File: config.mk
export PLATFORM = sky130hd
export DESIGN_NAME = vrsp_command_port
export DESIGN_NICKNAME = d
export VERILOG_FILES = /design/src/vrsp_pkg.sv /design/src/vrsp_command_port.sv
export SDC_FILE = /design/constraint.sdc
export NUM_CORES = 1
export LEC_CHECK = 0
export ABC_AREA = 1
export BUFFER_PORTS_ARGS = -buffer_cell sky130_fd_sc_hd__buf_4
export CAP_MARGIN = 20
export CORE_ASPECT_RATIO = 0.8
export CORE_UTILIZATION = 63
export CTS_BUF_LIST = sky130_fd_sc_hd__clkbuf_4 sky130_fd_sc_hd__clkbuf_8
export DETAILED_ROUTE_END_ITERATION = 10
export HOLD_SLACK_MARGIN = 0.03
export PLACE_DENSITY = 0.83
export SLEW_MARGIN = 20
export SYNTH_ARGS = -nofsm -noshare
export SYNTH_HDL_FRONTEND = slang
export SYNTH_SLANG_ARGS = --single-unit
File: constraint.sdc
create_clock -name CLOCK -period 6.5 [get_ports CLOCK]
set_input_delay 1.3 -clock CLOCK [delete_from_list [all_inputs] [get_ports CLOCK]]
set_output_delay 1.3 -clock CLOCK [all_outputs]
set_load 0.02 [all_outputs]
File: src/vrsp_pkg.sv
// constants and types shared by the voice recorder serial command port
package vrsp_pkg;

  localparam int FRAME_BITS = 24;
  localparam int OP_BITS    = 8;
  localparam int FIELD_BITS = 16;
  localparam logic [4:0] FRAME_CNT = 5'h18;

  // control bit positions inside the opcode byte
  localparam int OP_RUN  = 7;
  localparam int OP_PLAY = 6;
  localparam int OP_MC   = 3;

  // opcode values and compare masks, zero mask bits are don't care
  localparam logic [7:0] OPC_PWR_ON = 8'h20;
  localparam logic [7:0] OPC_CONFIGURATION_REGISTER_ZERO   = 8'h02;
  localparam logic [7:0] OPC_CONFIGURATION_REGISTER_ONE   = 8'h04;
  localparam logic [7:0] OPC_SPLAY  = 8'hE0;
  localparam logic [7:0] OPC_PLAY   = 8'hF0;
  localparam logic [7:0] OPC_SREC   = 8'hA0;
  localparam logic [7:0] OPC_REC    = 8'hB0;
  localparam logic [7:0] OPC_CUE    = 8'hF8;
  localparam logic [7:0] OPC_STOP   = 8'h30;
  localparam logic [7:0] OPC_SLEEP  = 8'h10;
  localparam logic [7:0] MASK_ALL   = 8'hFF;
  localparam logic [7:0] MASK_CFG   = 8'hDF;
  localparam logic [7:0] MASK_STOP  = 8'hBF;

  // status byte bit positions on the serial output
  localparam int STAT_OVF = 1;
  localparam int STAT_EOM = 0;

  localparam logic [15:0] CONFIGURATION_REGISTER_ZERO_RST = 16'h0000;
  localparam logic [15:0] CONFIGURATION_REGISTER_ONE_RST = 16'h0000;
  localparam logic [15:0] ROW_LAST = 16'hFFFF;

  // power-on delay and array timing
  localparam int PUD_US    = 25000;
  localparam int CLK_KHZ   = 10000;
  localparam int PUD_CYC   = (PUD_US * CLK_KHZ + 999) / 1000;
  localparam int CUE_RATIO = 1600;
  localparam int ROW_CYC   = 16000;

  typedef enum logic [1:0] {
    VRSP_IDLE = 2'h0,
    VRSP_PLAY = 2'h1,
    VRSP_CUE  = 2'h3,
    VRSP_REC  = 2'h2
  } vrsp_mode_t;

endpackage

File: src/vrsp_command_port.sv
// serial command port: frame shifter, decoder and operation sequencer
`timescale 1ns/100ps
module vrsp_command_port
  import vrsp_pkg::*;
#(
  parameter int          PUD_CYCLES = vrsp_pkg::PUD_CYC,
  parameter int          ROW_CYCLES = vrsp_pkg::ROW_CYC,
  parameter logic [15:0] LAST_ROW   = vrsp_pkg::ROW_LAST
)
(
  input  wire logic              CLOCK,
  input  wire logic              NRST,
  input  wire logic              CE,
  input  wire logic              SCLK,
  input  wire logic              SS_N,
  input  wire logic              MOSI,
  input  wire logic              EOM_MARK,
  output      logic              MISO,
  output      logic              MISO_OE_N,
  output      logic              INT_N,
  output      logic              RUN,
  output      vrsp_pkg::vrsp_mode_t OP_MODE,
  output      logic              POWERED,
  output      logic              READY,
  output      logic [15:0]       ROW_ADDR,
  output      logic [15:0]       CONFIGURATION_REGISTER_ZERO,
  output      logic [15:0]       CONFIGURATION_REGISTER_ONE
);
  import vrsp_pkg::*;

  localparam int CUE_CYCLES = (ROW_CYCLES / CUE_RATIO < 1) ? 1
                              : ROW_CYCLES / CUE_RATIO;
  localparam int PW = $clog2(PUD_CYCLES + 1);
  localparam int RW = $clog2(ROW_CYCLES + 1);

  typedef struct packed {
    logic             sclk_m;
    logic             sclk_s;
    logic             sclk_d;
    logic             ss_m;
    logic             ss_s;
    logic             ss_d;
    logic             mosi_m;
    logic             mosi_s;
    logic [4:0]       cnt;
    logic [23:0]      shin;
    logic [23:0]      shout;
    logic             miso;
    logic             miso_oe_n;
    vrsp_mode_t       mode;
    logic             run;
    logic             powered;
    logic             ready;
    logic [PW-1:0]    pud;
    logic [RW-1:0]    pre;
    logic [15:0]      row;
    logic [15:0]      configuration_register_zero;
    logic [15:0]      configuration_register_one;
    logic [15:0]      configuration_register_zero_pend;
    logic             end_of_message_flag;
    logic             ovf;
    logic             int_n;
  } vrsp_state_t;

  localparam vrsp_state_t ST_RST = '{
    ss_m: 1'b1, ss_s: 1'b1, ss_d: 1'b1, miso_oe_n: 1'b1, int_n: 1'b1,
    mode: VRSP_IDLE, configuration_register_zero: CONFIGURATION_REGISTER_ZERO_RST, configuration_register_one: CONFIGURATION_REGISTER_ONE_RST,
    configuration_register_zero_pend: CONFIGURATION_REGISTER_ZERO_RST, default: '0};

  function automatic logic op_match(input logic [7:0] op,
                                    input logic [7:0] val,
                                    input logic [7:0] mask);
    op_match = (op & mask) == (val & mask);
  endfunction

  logic        rst_m;
  logic        rst_n;
  vrsp_state_t st;
  vrsp_state_t next_st;

  logic        sck_rise;
  logic        sck_fall;
  logic        ss_fall;
  logic        ss_rise;
  logic        frame_done;
  logic        step;
  logic        ev_eom;
  logic        ev_ovf;
  logic [7:0]  op;
  logic [15:0] field;
  logic        cmd_start;
  logic [RW-1:0] period;

  // reset enters asynchronously, leaves through two flops
  always_ff @(posedge CLOCK or negedge NRST)
  begin
    if (!NRST)
    begin
      rst_m <= 1'b0;
      rst_n <= 1'b0;
    end
    else
    begin
      rst_m <= 1'b1;
      rst_n <= rst_m;
    end
  end

  always_comb
  begin
    next_st = st;
    next_st.sclk_m = SCLK;
    next_st.sclk_s = st.sclk_m;
    next_st.sclk_d = st.sclk_s;
    next_st.ss_m   = SS_N;
    next_st.ss_s   = st.ss_m;
    next_st.ss_d   = st.ss_s;
    next_st.mosi_m = MOSI;
    next_st.mosi_s = st.mosi_m;

    sck_rise   = st.sclk_s & ~st.sclk_d & ~st.ss_s;
    sck_fall   = ~st.sclk_s & st.sclk_d & ~st.ss_s;
    ss_fall    = st.ss_d & ~st.ss_s;
    ss_rise    = ~st.ss_d & st.ss_s;
    frame_done = ss_rise && st.cnt == FRAME_CNT;
    op         = st.shin[23:16];
    field      = st.shin[15:0];

    // status loaded at select fall so its first bit is ready early
    if (ss_fall)
    begin
      next_st.cnt = '0;
      next_st.shout = {6'h00, st.ovf, st.end_of_message_flag, st.row};
      next_st.miso = next_st.shout[23];
    end
    if (sck_rise && st.cnt != FRAME_CNT)
    begin
      next_st.shin = {st.shin[22:0], st.mosi_s};
      next_st.cnt = st.cnt + 5'h01;
    end
    if (sck_fall)
    begin
      next_st.shout = {st.shout[22:0], 1'b0};
      next_st.miso = st.shout[22];
    end
    next_st.miso_oe_n = st.ss_s;

    // array stepping; cue uses a shorter row period
    period = (st.mode == VRSP_CUE) ? RW'(CUE_CYCLES - 1)
             : RW'(ROW_CYCLES - 1);
    step = 1'b0;
    if (st.run)
    begin
      if (st.pre == period)
      begin
        next_st.pre = '0;
        step = 1'b1;
      end
      else
        next_st.pre = st.pre + RW'(1);
    end
    ev_ovf = step && st.row == LAST_ROW;
    ev_eom = step && !ev_ovf && st.mode != VRSP_REC && EOM_MARK;
    if (step && !ev_ovf)
      next_st.row = st.row + 16'h0001;
    if (ev_ovf || ev_eom)
    begin
      next_st.run = 1'b0;
      next_st.mode = VRSP_IDLE;
    end

    cmd_start = op_match(op, OPC_SPLAY, MASK_ALL)
              | op_match(op, OPC_PLAY, MASK_ALL)
              | op_match(op, OPC_SREC, MASK_ALL)
              | op_match(op, OPC_REC, MASK_ALL)
              | op_match(op, OPC_CUE, MASK_ALL);

    if (frame_done)
    begin
      if (op_match(op, OPC_PWR_ON, MASK_ALL))
        next_st.powered = 1'b1;
      if (op_match(op, OPC_CONFIGURATION_REGISTER_ZERO, MASK_CFG))
        next_st.configuration_register_zero_pend = field;
      if (op_match(op, OPC_CONFIGURATION_REGISTER_ONE, MASK_CFG))
      begin
        next_st.configuration_register_one = field;
        next_st.configuration_register_zero = st.configuration_register_zero_pend;
      end
      if (op_match(op, OPC_STOP, MASK_STOP))
      begin
        next_st.run = 1'b0;
        next_st.mode = VRSP_IDLE;
      end
      if (op_match(op, OPC_SLEEP, MASK_STOP))
      begin
        next_st.run = 1'b0;
        next_st.mode = VRSP_IDLE;
        next_st.powered = 1'b0;
        next_st.ready = 1'b0;
        next_st.pud = '0;
      end
      if (cmd_start)
      begin
        next_st.run = 1'b1;
        next_st.pre = '0;
        next_st.mode = op[OP_MC] ? VRSP_CUE
                     : op[OP_PLAY] ? VRSP_PLAY : VRSP_REC;
        if (!op[4])
          next_st.row = field;
      end
    end

    // a flag raised in the closing cycle survives the clear
    next_st.end_of_message_flag = (st.end_of_message_flag & ~frame_done) | ev_eom;
    next_st.ovf = (st.ovf & ~frame_done) | ev_ovf;
    next_st.int_n = ~(next_st.end_of_message_flag | next_st.ovf);

    // ready is advisory; commands are not held off before it
    // next power state, so a sleep frame also stops the count
    if (next_st.powered && !st.ready)
    begin
      if (st.pud == PW'(PUD_CYCLES - 1))
        next_st.ready = 1'b1;
      else
        next_st.pud = st.pud + PW'(1);
    end
  end

  always_ff @(posedge CLOCK or negedge rst_n)
  begin
    if (!rst_n)
      st <= ST_RST;
    else if (CE)
      st <= next_st;
  end

  assign MISO      = st.miso;
  assign MISO_OE_N = st.miso_oe_n;
  assign INT_N     = st.int_n;
  assign RUN       = st.run;
  assign OP_MODE   = st.mode;
  assign POWERED   = st.powered;
  assign READY     = st.ready;
  assign ROW_ADDR  = st.row;
  assign CONFIGURATION_REGISTER_ZERO      = st.configuration_register_zero;
  assign CONFIGURATION_REGISTER_ONE      = st.configuration_register_one;
endmodule

== Word level (Yosys, flattened, before mapping) ==
Cells that the tools add are included.

* Register bits: 167
* Input bits: 7

* Add/sub/neg operators: 4
* Eq/ne operators: 17
* Mux-type cells: 25
* Bitwise gates (word level): 21
* Reductions and logical operators: 17

{| class="wikitable"
|+ Operator list
! kind !! count
|-
| 101-bit two-way mux || 1
|-
| 16-bit two-way mux || 3
|-
| 24-bit two-way mux || 2
|-
| 14-bit two-way mux || 3
|-
| 8-bit equality test, second input constant || 5
|-
| 32-bit two-way mux || 1
|-
| 30-bit two-way mux || 1
|-
| 29-bit two-way mux || 1
|-
| 23-bit two-way mux || 1
|-
| 19-bit two-way mux || 1
|-
| 18-bit by 1-bit adder with 18-bit output, second input constant || 1
|-
| 18-bit equality test, second input constant || 1
|-
| 18-bit two-way mux || 1
|-
| 16-bit by 1-bit adder with 16-bit output, second input constant || 1
|-
| 16-bit equality test, second input constant || 1
|-
| 14-bit by 1-bit adder with 14-bit output, second input constant || 1
|-
| 14-bit equality test || 1
|-
| 3-bit two-way mux || 3
|-
| 1-bit AND || 8
|-
| 8-bit by 6-bit equality test with 1-bit output, second input constant || 1
|-
| 7-bit by 2-bit equality test with 1-bit output, second input constant || 1
|-
| 7-bit by 3-bit equality test with 1-bit output, second input constant || 1
|-
| 7-bit by 5-bit equality test with 1-bit output, second input constant || 1
|-
| 7-bit by 6-bit equality test with 1-bit output, second input constant || 1
|-
| 16 further kinds || 42
|}

== Depth between registers and ports, before layout ==
Gate-level depths: netlist (run 1).

* Depth in word-level cells: 18
* Gate-level depth with buffers: 16

== Worst setup path before layout (run 1) ==
OpenSTA, ideal clock, no wires.

* Path kind: in2reg
* Start point: input port CE
* End point: register st[79] (netlist bit)
* Setup time: 0.086 ns
* Arrival: 2.346 ns
* Setup slack: 4.068 ns
* Cell stages on the path: 9
* Buffers on the path: 1
* Cells stage by stage: buf_4 -> nand3_1 -> nor2_1 -> nand3_1 -> nor2_1 -> nand4_1 -> o21ai_1 -> inv_1 -> nor3_1

{| class="wikitable"
|+ RTL lines
! what !! RTL line !! RTL
|-
| from (decl) || vrsp_command_port.sv:13 || <nowiki>input wire logic CE,</nowiki>
|-
| to (signal assigned) || vrsp_command_port.sv:234 || <nowiki>st <= next_st;</nowiki>
|-
| to (decl) || vrsp_command_port.sv:78 || <nowiki>vrsp_state_t st;</nowiki>
|}

== Final worst setup path (run 1) ==
* Start point: input port CE
* End point: register st (netlist bit CONFIGURATION_REGISTER_ZERO[7])

* Word-level cells in the longest chain between the ends: 1

{| class="wikitable"
|+ Ends and longest elaborated chain
! what
|-
| 3-bit AND reduction (no line)
|}

No other way between the ends.
A chain may end at the register's enable or synchronous reset.

==> results_dict.tcl, run 1 <==
set metrics [dict create \
    die_x_microns 137.3 \
    endpoint_kind "flop" \
    syn_nets 1207 \
    synth_area_sq_um 9229 \
    final_util_pct 69.12 \
    cts_buffer_depth 2 \
    fin_tns_setup_ps 0 \
    crit_arrival_ps 3680 \
    initial_core_util_pct 64.55 \
    insertion_delay_ps 480 \
    overflow 0 \
    ctsHoldBuffers 0 \
    cts_tree "built" \
    grt_antenna_before_repair 0 \
    via_per_inst 5.658 \
    h-tree-depth 4 \
    cts_resized 0 \
    wirelength_microns 20390 \
    rows 39 \
    ys_seq_elements 167 \
    path_class "primary input to flop" \
    cts_setup_buffers 0 \
    power_leakage_nw 4.820 \
    ys_warn_count 0 \
    hold_path_class "flop to flop" \
    fin_cells 1383 \
    diodes 0 \
    clk_pin_slew_worst_paths_ps 100 \
    pin_count 63 \
    syn_area_per_cell_sq_um 7.723 \
    slew_headroom_pct 32.68 \
    worstSetupStartpointType "primary input" \
    critPathMaxFanout 65 \
    setup_viol_count_final 0 \
    grt_max_degree 66 \
    yosysSeqAreaShare_pct 45.34 \
    num_vias 7825 \
    cts_buffers 17 \
    ant_nets 0 \
    clock_skew_ps 15.22 \
    gp_congestion 0.9203 \
    synth_cell_types 41 \
    drc 0 \
    wl_per_cell_microns 14.75 \
    cts.sinks 167 \
    synth_cells 1195 \
    grt_pass1_wl_microns 33440 \
    drive_gt1_share_pct 12.34 \
    grt_pass1_vias 6689 \
    fin_crit_sh_pct 51.20 \
    power_density_nw_per_um2 288.0 \
    nets 1198 \
    dieArea_sq_um 15140 \
    critPathRequiredTime_ps 6850 \
    grt_usage_pct 28.48 \
    dr.pass1.iters 7 \
    dp.cells 1349 \
    cts-root-buf "clkbuf_8" \
    final.min_clock_period_ps 3328 \
    rsz0062_at_grt "no" \
    die_y_microns 110.3 \
    hold_viol 0 \
    vdd_drop_max_mv 0.2375 \
    total_power_mw 2.846 \
    tightest_slew_ps 1010 \
    dp_hpwl_microns 13980 \
    core_sq_um 14300 \
    drt_iter0_markers 972 \
    port_buffers 62 \
    outcome "finished clean" \
    cap_violations 0 \
    fmax_mhz 300.5 \
    area_delta_synth_final_pct 7.077 \
    final_max_slew_viol_count 0 \
]
==> metal layers <==
layer	wire, microns	GRT usage, %	part of all wire (%)
met1	10070	44.90	49
met2	8782	39.94	43
met3	1351	5.624	6.6
met4	189	6.593	0.93
met5	0	0	0
==> layout make-up <==
class                      count  area [sq um]
fill                        1156          4415
sequential                   167          4188
multi-input combinational    793          3939
timing repair buffer          69         549.3
inverter                     138         518.0
clock buffer                  17         234.0
tap                          184         230.2
clock inverter                15         224.0
==> flip-flops by register name, indices dropped and copies added (netlist names) <==
| name | count |
|---|---|
| RUN | 1 |
| POWERED | 1 |
| next_st | 5 |
| MISO_OE_N | 1 |
| CONFIGURATION_REGISTER_ZERO | 16 |
| rst_m | 1 |
| ROW_ADDR | 16 |
| st | 80 |
| field | 16 |
| rst_n | 1 |
| CONFIGURATION_REGISTER_ONE | 16 |
| INT_N | 1 |
| READY | 1 |
| MISO | 1 |
| op | 8 |
| OP_MODE | 2 |
==> final timing paths <==
kind,depth (start not counted),slack [ps],from,end
max reg2reg,11,3960,st[154],CONFIGURATION_REGISTER_ZERO[7]
min,0,360,rst_m,rst_n
max,6,3170,CE,CONFIGURATION_REGISTER_ZERO[7]
max in group asynchronous,1,4940,rst_n,ROW_ADDR[11]
min in group asynchronous,0,370,rst_n,CONFIGURATION_REGISTER_ZERO[10]
min reg2reg,0,360,rst_m,rst_n
==> report_power, final <==
group	internal (mW)	switching [mW]	total [mW]
Sequential	1.20	0.195	1.39
Clock	0.373	0.458	0.831
Combinational	0.205	0.419	0.624
Total	1.77	1.07	2.85
==> placed cells by master, fill, tap and decap left out, drive strengths merged <==
master | netlist | final
o31ai | 2 | 2
nor2 | 80 | 80
bufinv | 0 | 2
mux2 | 16 | 16
nand4 | 40 | 40
a21oi | 14 | 14
clkinv | 1 | 6
nand2b | 1 | 1
o22ai | 10 | 10
o21a | 2 | 2
o21ai | 140 | 140
a21boi | 1 | 1
nand3 | 81 | 81
buf | 76 | 69
dfstp | 4 | 4
conb | 1 | 1
o211ai | 19 | 19
dfrtp | 163 | 163
and2 | 2 | 2
xor2 | 15 | 15
clkbuf | 21 | 17
ha | 5 | 5
nor3 | 25 | 25
o221ai | 1 | 1
inv | 137 | 145
nor4 | 2 | 2
nand2 | 326 | 326
a31oi | 1 | 1
nand3b | 4 | 4
xnor2 | 5 | 5
==> cell usage after synthesis (all sizes together) <==
master	n	area, sq um
a31oi	1	6.260
nor4	2	12.51
clkbuf	21	78.83
mux2	16	180.2
a21oi	14	81.33
nand3	81	415.4
a21boi	1	7.510
nand4	40	265.3
and2	2	12.51
clkinv	1	3.750
nor2	80	355.3
conb	1	3.750
nand2	326	1236
o221ai	1	8.760
xor2	15	131.4
o21a	2	15.01
nand2b	1	6.260
inv	137	514.2
o31ai	2	15.01
o211ai	19	142.6
buf	76	523.0
dfstp	4	105.1
nand3b	4	30.03
dfrtp	163	4079
o22ai	10	62.56
o21ai	140	700.7
nor3	25	130.1
ha	5	62.56
xnor2	5	43.79
==> worst max-delay path: stages <==
cell and delay (ps):
buf_4 510, inv_2 530, nor2_1 280, nand3_2 360, buf_16 330, mux2_1 320
==> cell families after synthesis <==
kind of cell               synth area share [%]
buffers and inverters                     12.13
AOI/OAI and AO/OA                         11.27
xor gates and xnor gates                  1.898
adders and majority gates                0.6779
DFF                                       45.34
other                                   0.04063
muxes                                     1.952
and+or+nand+nor                           26.69
==> through the flow <==
step / hold slack (ps) / area [sq um] / worst slack, ps
2_1_floorplan: 331.2 / 9229 / 1509
3_3_place_gp: 336.0 / 9368 / 2355
3_5_place_dp: 340.4 / 9379 / 2304
4_1_cts: 356.0 / 9837 / 2808
5_1_grt: 355.3 / 9882 / 2968
6_report: 355.9 / 9882 / 3172
Power figures use the tool's default switching activity.
==> run 2: changes to the inputs <==
--- a/config.mk
+++ b/config.mk
@@ -5,15 +5,15 @@
 export SDC_FILE = /design/constraint.sdc
 export NUM_CORES = 1
 export LEC_CHECK = 0
-export ABC_AREA = 1
+export ABC_AREA = 0
 export BUFFER_PORTS_ARGS = -buffer_cell sky130_fd_sc_hd__buf_4
 export CAP_MARGIN = 20
 export CORE_ASPECT_RATIO = 0.8
-export CORE_UTILIZATION = 63
+export CORE_UTILIZATION = 62
 export CTS_BUF_LIST = sky130_fd_sc_hd__clkbuf_4 sky130_fd_sc_hd__clkbuf_8
 export DETAILED_ROUTE_END_ITERATION = 10
 export HOLD_SLACK_MARGIN = 0.03
-export PLACE_DENSITY = 0.83
+export PLACE_DENSITY = 0.82
 export SLEW_MARGIN = 20
 export SYNTH_ARGS = -nofsm -noshare
 export SYNTH_HDL_FRONTEND = slang
==> constraint.sdc (replaced) <==
create_clock -name CLOCK -period 3.1 [get_ports CLOCK]
set_input_delay 0.62 -clock CLOCK [delete_from_list [all_inputs] [get_ports CLOCK]]
set_output_delay 0.62 -clock CLOCK [all_outputs]
set_load 0.02 [all_outputs]
==> run 2 against run 1 <==
Via count is 21% lower. Clock power is 94% higher. Hold slack worse by 91 ps. Sequential power is 87% higher. Die area is 8.3% lower. Design area is 8.4% lower. Worst setup slack worse by 2800 ps. Final cell count is 29% lower. Utilization is 0.70 points higher. Register-to-register slack worse by 3600 ps. Non-clock buffer count is 13 higher. Clock-buffer cell count is 3 higher.
==> results_dict.tcl, run 2 <==
set metrics [dict create \
    outcome "finished clean" \
    vdd_drop_max_mv 0.2823 \
    final.min_clock_period_ps 2730 \
    synth_cells 785 \
    clock_skew_ps 14.65 \
    critPathRequiredTime_ps 3450 \
    cp_slowest_cell "nor4_2" \
    drt_iter0_markers 473 \
    synth_flop_cell "dfrtp_1" \
    overflow 0 \
    hold_path_class "flop to async pin" \
    dp_hpwl_microns 12550 \
    final_max_slew_viol_count 0 \
    core_sq_um 12960 \
    yosysMostFrequentCell "dfrtp_1" \
    syn_area_per_cell_sq_um 10.59 \
    grt_pass1_wl_microns 30590 \
    wl_met1_microns 8019 \
    cts_buffer_depth 2 \
    largest_register_ffs 80 \
    reg2reg_from "ROW_ADDR[0]" \
    cts_resized 0 \
    setup_viol_count_final 0 \
    diodes 0 \
    worstSetupStartpointType "flop" \
    clk_pin_slew_worst_paths_ps 90 \
    gp_congestion 0.9325 \
    final_common_cell "dfrtp_1" \
    rows 37 \
    synthTopCellsByCount "163 x dfrtp_1, 82 x mux2_2, 68 x nand2_1" \
    drc 0 \
    slew_headroom_pct 48.43 \
    insertion_delay_ps 470 \
    hold_viol 0 \
    port_buffers 62 \
    dieArea_sq_um 13880 \
    stdcell_area_sq_um 9050 \
    fmax_mhz 366.3 \
    die_y_microns 105.6 \
    synth_edf_count 0 \
    met2WireLength_microns 9169 \
    syn_nets 797 \
    cts_tree "built" \
    synthArstFlopShare_pct 100.0 \
    die_x_microns 131.5 \
    power_density_nw_per_um2 514.9 \
    largest-register "st" \
    reg2reg_slack_ps 370 \
    ant_nets 0 \
    fin_tns_setup_ps 0 \
    synth_area_sq_um 8315 \
    drive_gt1_share_pct 26.64 \
    cts-root-buf "clkbuf_8" \
    grt_usage_pct 28.00 \
    top_layer "met4" \
    ys_warn_count 0 \
    reg2reg_to "OP_MODE[1]" \
    ys_seq_elements 167 \
    initial_core_util_pct 64.15 \
    num_vias 6190 \
    cap_violations 0 \
    wl_per_cell_microns 19.16 \
    cts.sinks 167 \
    h-tree-depth 4 \
    pin_count 63 \
    synth_cell_types 62 \
    rsz0062_at_grt "no" \
    area_delta_synth_final_pct 8.832 \
    grt_max_degree 90 \
    num-fill-cells 934 \
    tightest_slew_ps 767.2 \
    grt_pass1_vias 6105 \
    fin_crit_sh_pct 88.06 \
    wirelength_microns 18810 \
    critPathMaxFanout 7 \
    crit_arrival_ps 3080 \
    wl_met3_microns 1199 \
    power_leakage_nw 4.145 \
    path_class "flop to flop" \
    cp_cell_sequence "ha_1 > nand4_1 > nor4_2 > nor2_1 > o21ai_0 > o21ai_0 > o2bb2ai_1" \
    grt_antenna_before_repair 0 \
    yosysTopAreaCell "dfrtp_1" \
    critPathMostFrequentCell "o21ai_0" \
    cts_buffers 17 \
    yosysSeqAreaShare_pct 50.32 \
    endpoint_kind "flop" \
    dr.pass1.iters 5 \
    max_stage_delay_ps 750 \
    nets 806 \
    final_cell_mix "162 x dfrtp_1, 82 x mux2_2, 80 x buf_4" \
    yosys.area.top_type_share_pct 49.05 \
    synth_area_leaders "dfrtp_1 49%, mux2_2 11%, buf_4 4.8%" \
    cts_setup_buffers 0 \
    rr_worst_depth 7 \
    via_per_inst 6.303 \
    postPlaceCellArea_sq_um 8627 \
]
==> run 2: worst max path at each step <==
stage               slack, ps  depth (start not counted)    startpoint                             end
global route              190                          5  next_st[104]                          st[81]
detailed placement        530                          5  next_st[104]                          st[81]
finish                    370                          7   ROW_ADDR[0]                      OP_MODE[1]
global placement          640                          8       st[154]  CONFIGURATION_REGISTER_ONE[13]
floorplan                 340                          0         rst_n   CONFIGURATION_REGISTER_ONE[0]
CTS                       460                          7   ROW_ADDR[0]                      OP_MODE[1]
==> run 2: area by class of cell <==
class	instances	area, sq um	share of cell area (%)
Sequential cell	167	4188	46.27
Multi-Input combinational cell	514	3562	39.36
Tap cell	175	219.0	2.419
Timing Repair Buffer	82	630.6	6.968
Clock buffer	20	262.8	2.903
Inverter	12	45.04	0.4977
Clock inverter	12	142.6	1.576
==> run 2: power by group <==
| part | total, mW | switching [mW] | internal, mW | leakage, nW |
|---|---|---|---|---|
| logic | 0.454 | 0.253 | 0.200 | 1.75 |
| clock network | 1.61 | 0.838 | 0.770 | 0.200 |
| registers | 2.60 | 0.221 | 2.38 | 2.20 |
| total | 4.66 | 1.31 | 3.35 | 4.15 |
==> run 2: cell families (layout without fill, tap and decap cells) <==
logic type               after synthesis  in the layout  share of synthesized area, %
XOR/XNOR                              12             12                         1.264
multiplexers                         100            100                         13.27
adder cells (fa/ha/maj)                5              5                        0.7523
AND/OR/NAND/NOR                      267            267                         17.32
flip-flops                           167            167                         50.32
AO/OA/AOI/OAI                        129            129                         9.886
other                                  1              1                       0.04510
buffers and inverters                104            126                         7.147
==> run 2: worst max-delay path: cells and delay by family (launching register included) <==
| family | cells | cell delay, ps |
|---|---|---|
| AO/OA/AOI/OAI | 3 | 780 |
| AND/OR/NAND/NOR | 3 | 1040 |
| adder cells (fa/ha/maj) | 1 | 290 |
| flip-flops | 1 | 500 |
==> run 2: timing repair <==
action / CTS / global route
hold buffers: 1 / 0
setup endpoints to repair: 0 / 0
hold endpoints to repair: 2 / 0
==> run 2: routing by layer <==
layer / GRT usage (%) / vias to the layer above
met1: 36.76 / 3099
met3: 5.964 / 40
met2: 44.56 / 253
met4: 13.54 / 0
li1: - / 2798
met5: 0 / -
==> run 2: stage by stage <==
| step | instances | util, % | power [mW] | setup WS (ps) | hold slack [ps] |
|---|---|---|---|---|---|
| floorplan | 785 | - | 2.901 | 341.8 | 324.4 |
| global placement | 949 | 66.55 | 3.032 | 640.3 | 258.8 |
| detailed placement | 949 | 66.55 | 3.079 | 528.8 | 264.9 |
| CTS | 982 | 69.76 | 4.677 | 463.2 | 275.1 |
| global route | 982 | 69.82 | 4.846 | 190.2 | 308.5 |
| finish | 982 | 69.82 | 4.660 | 370.0 | 265.1 |
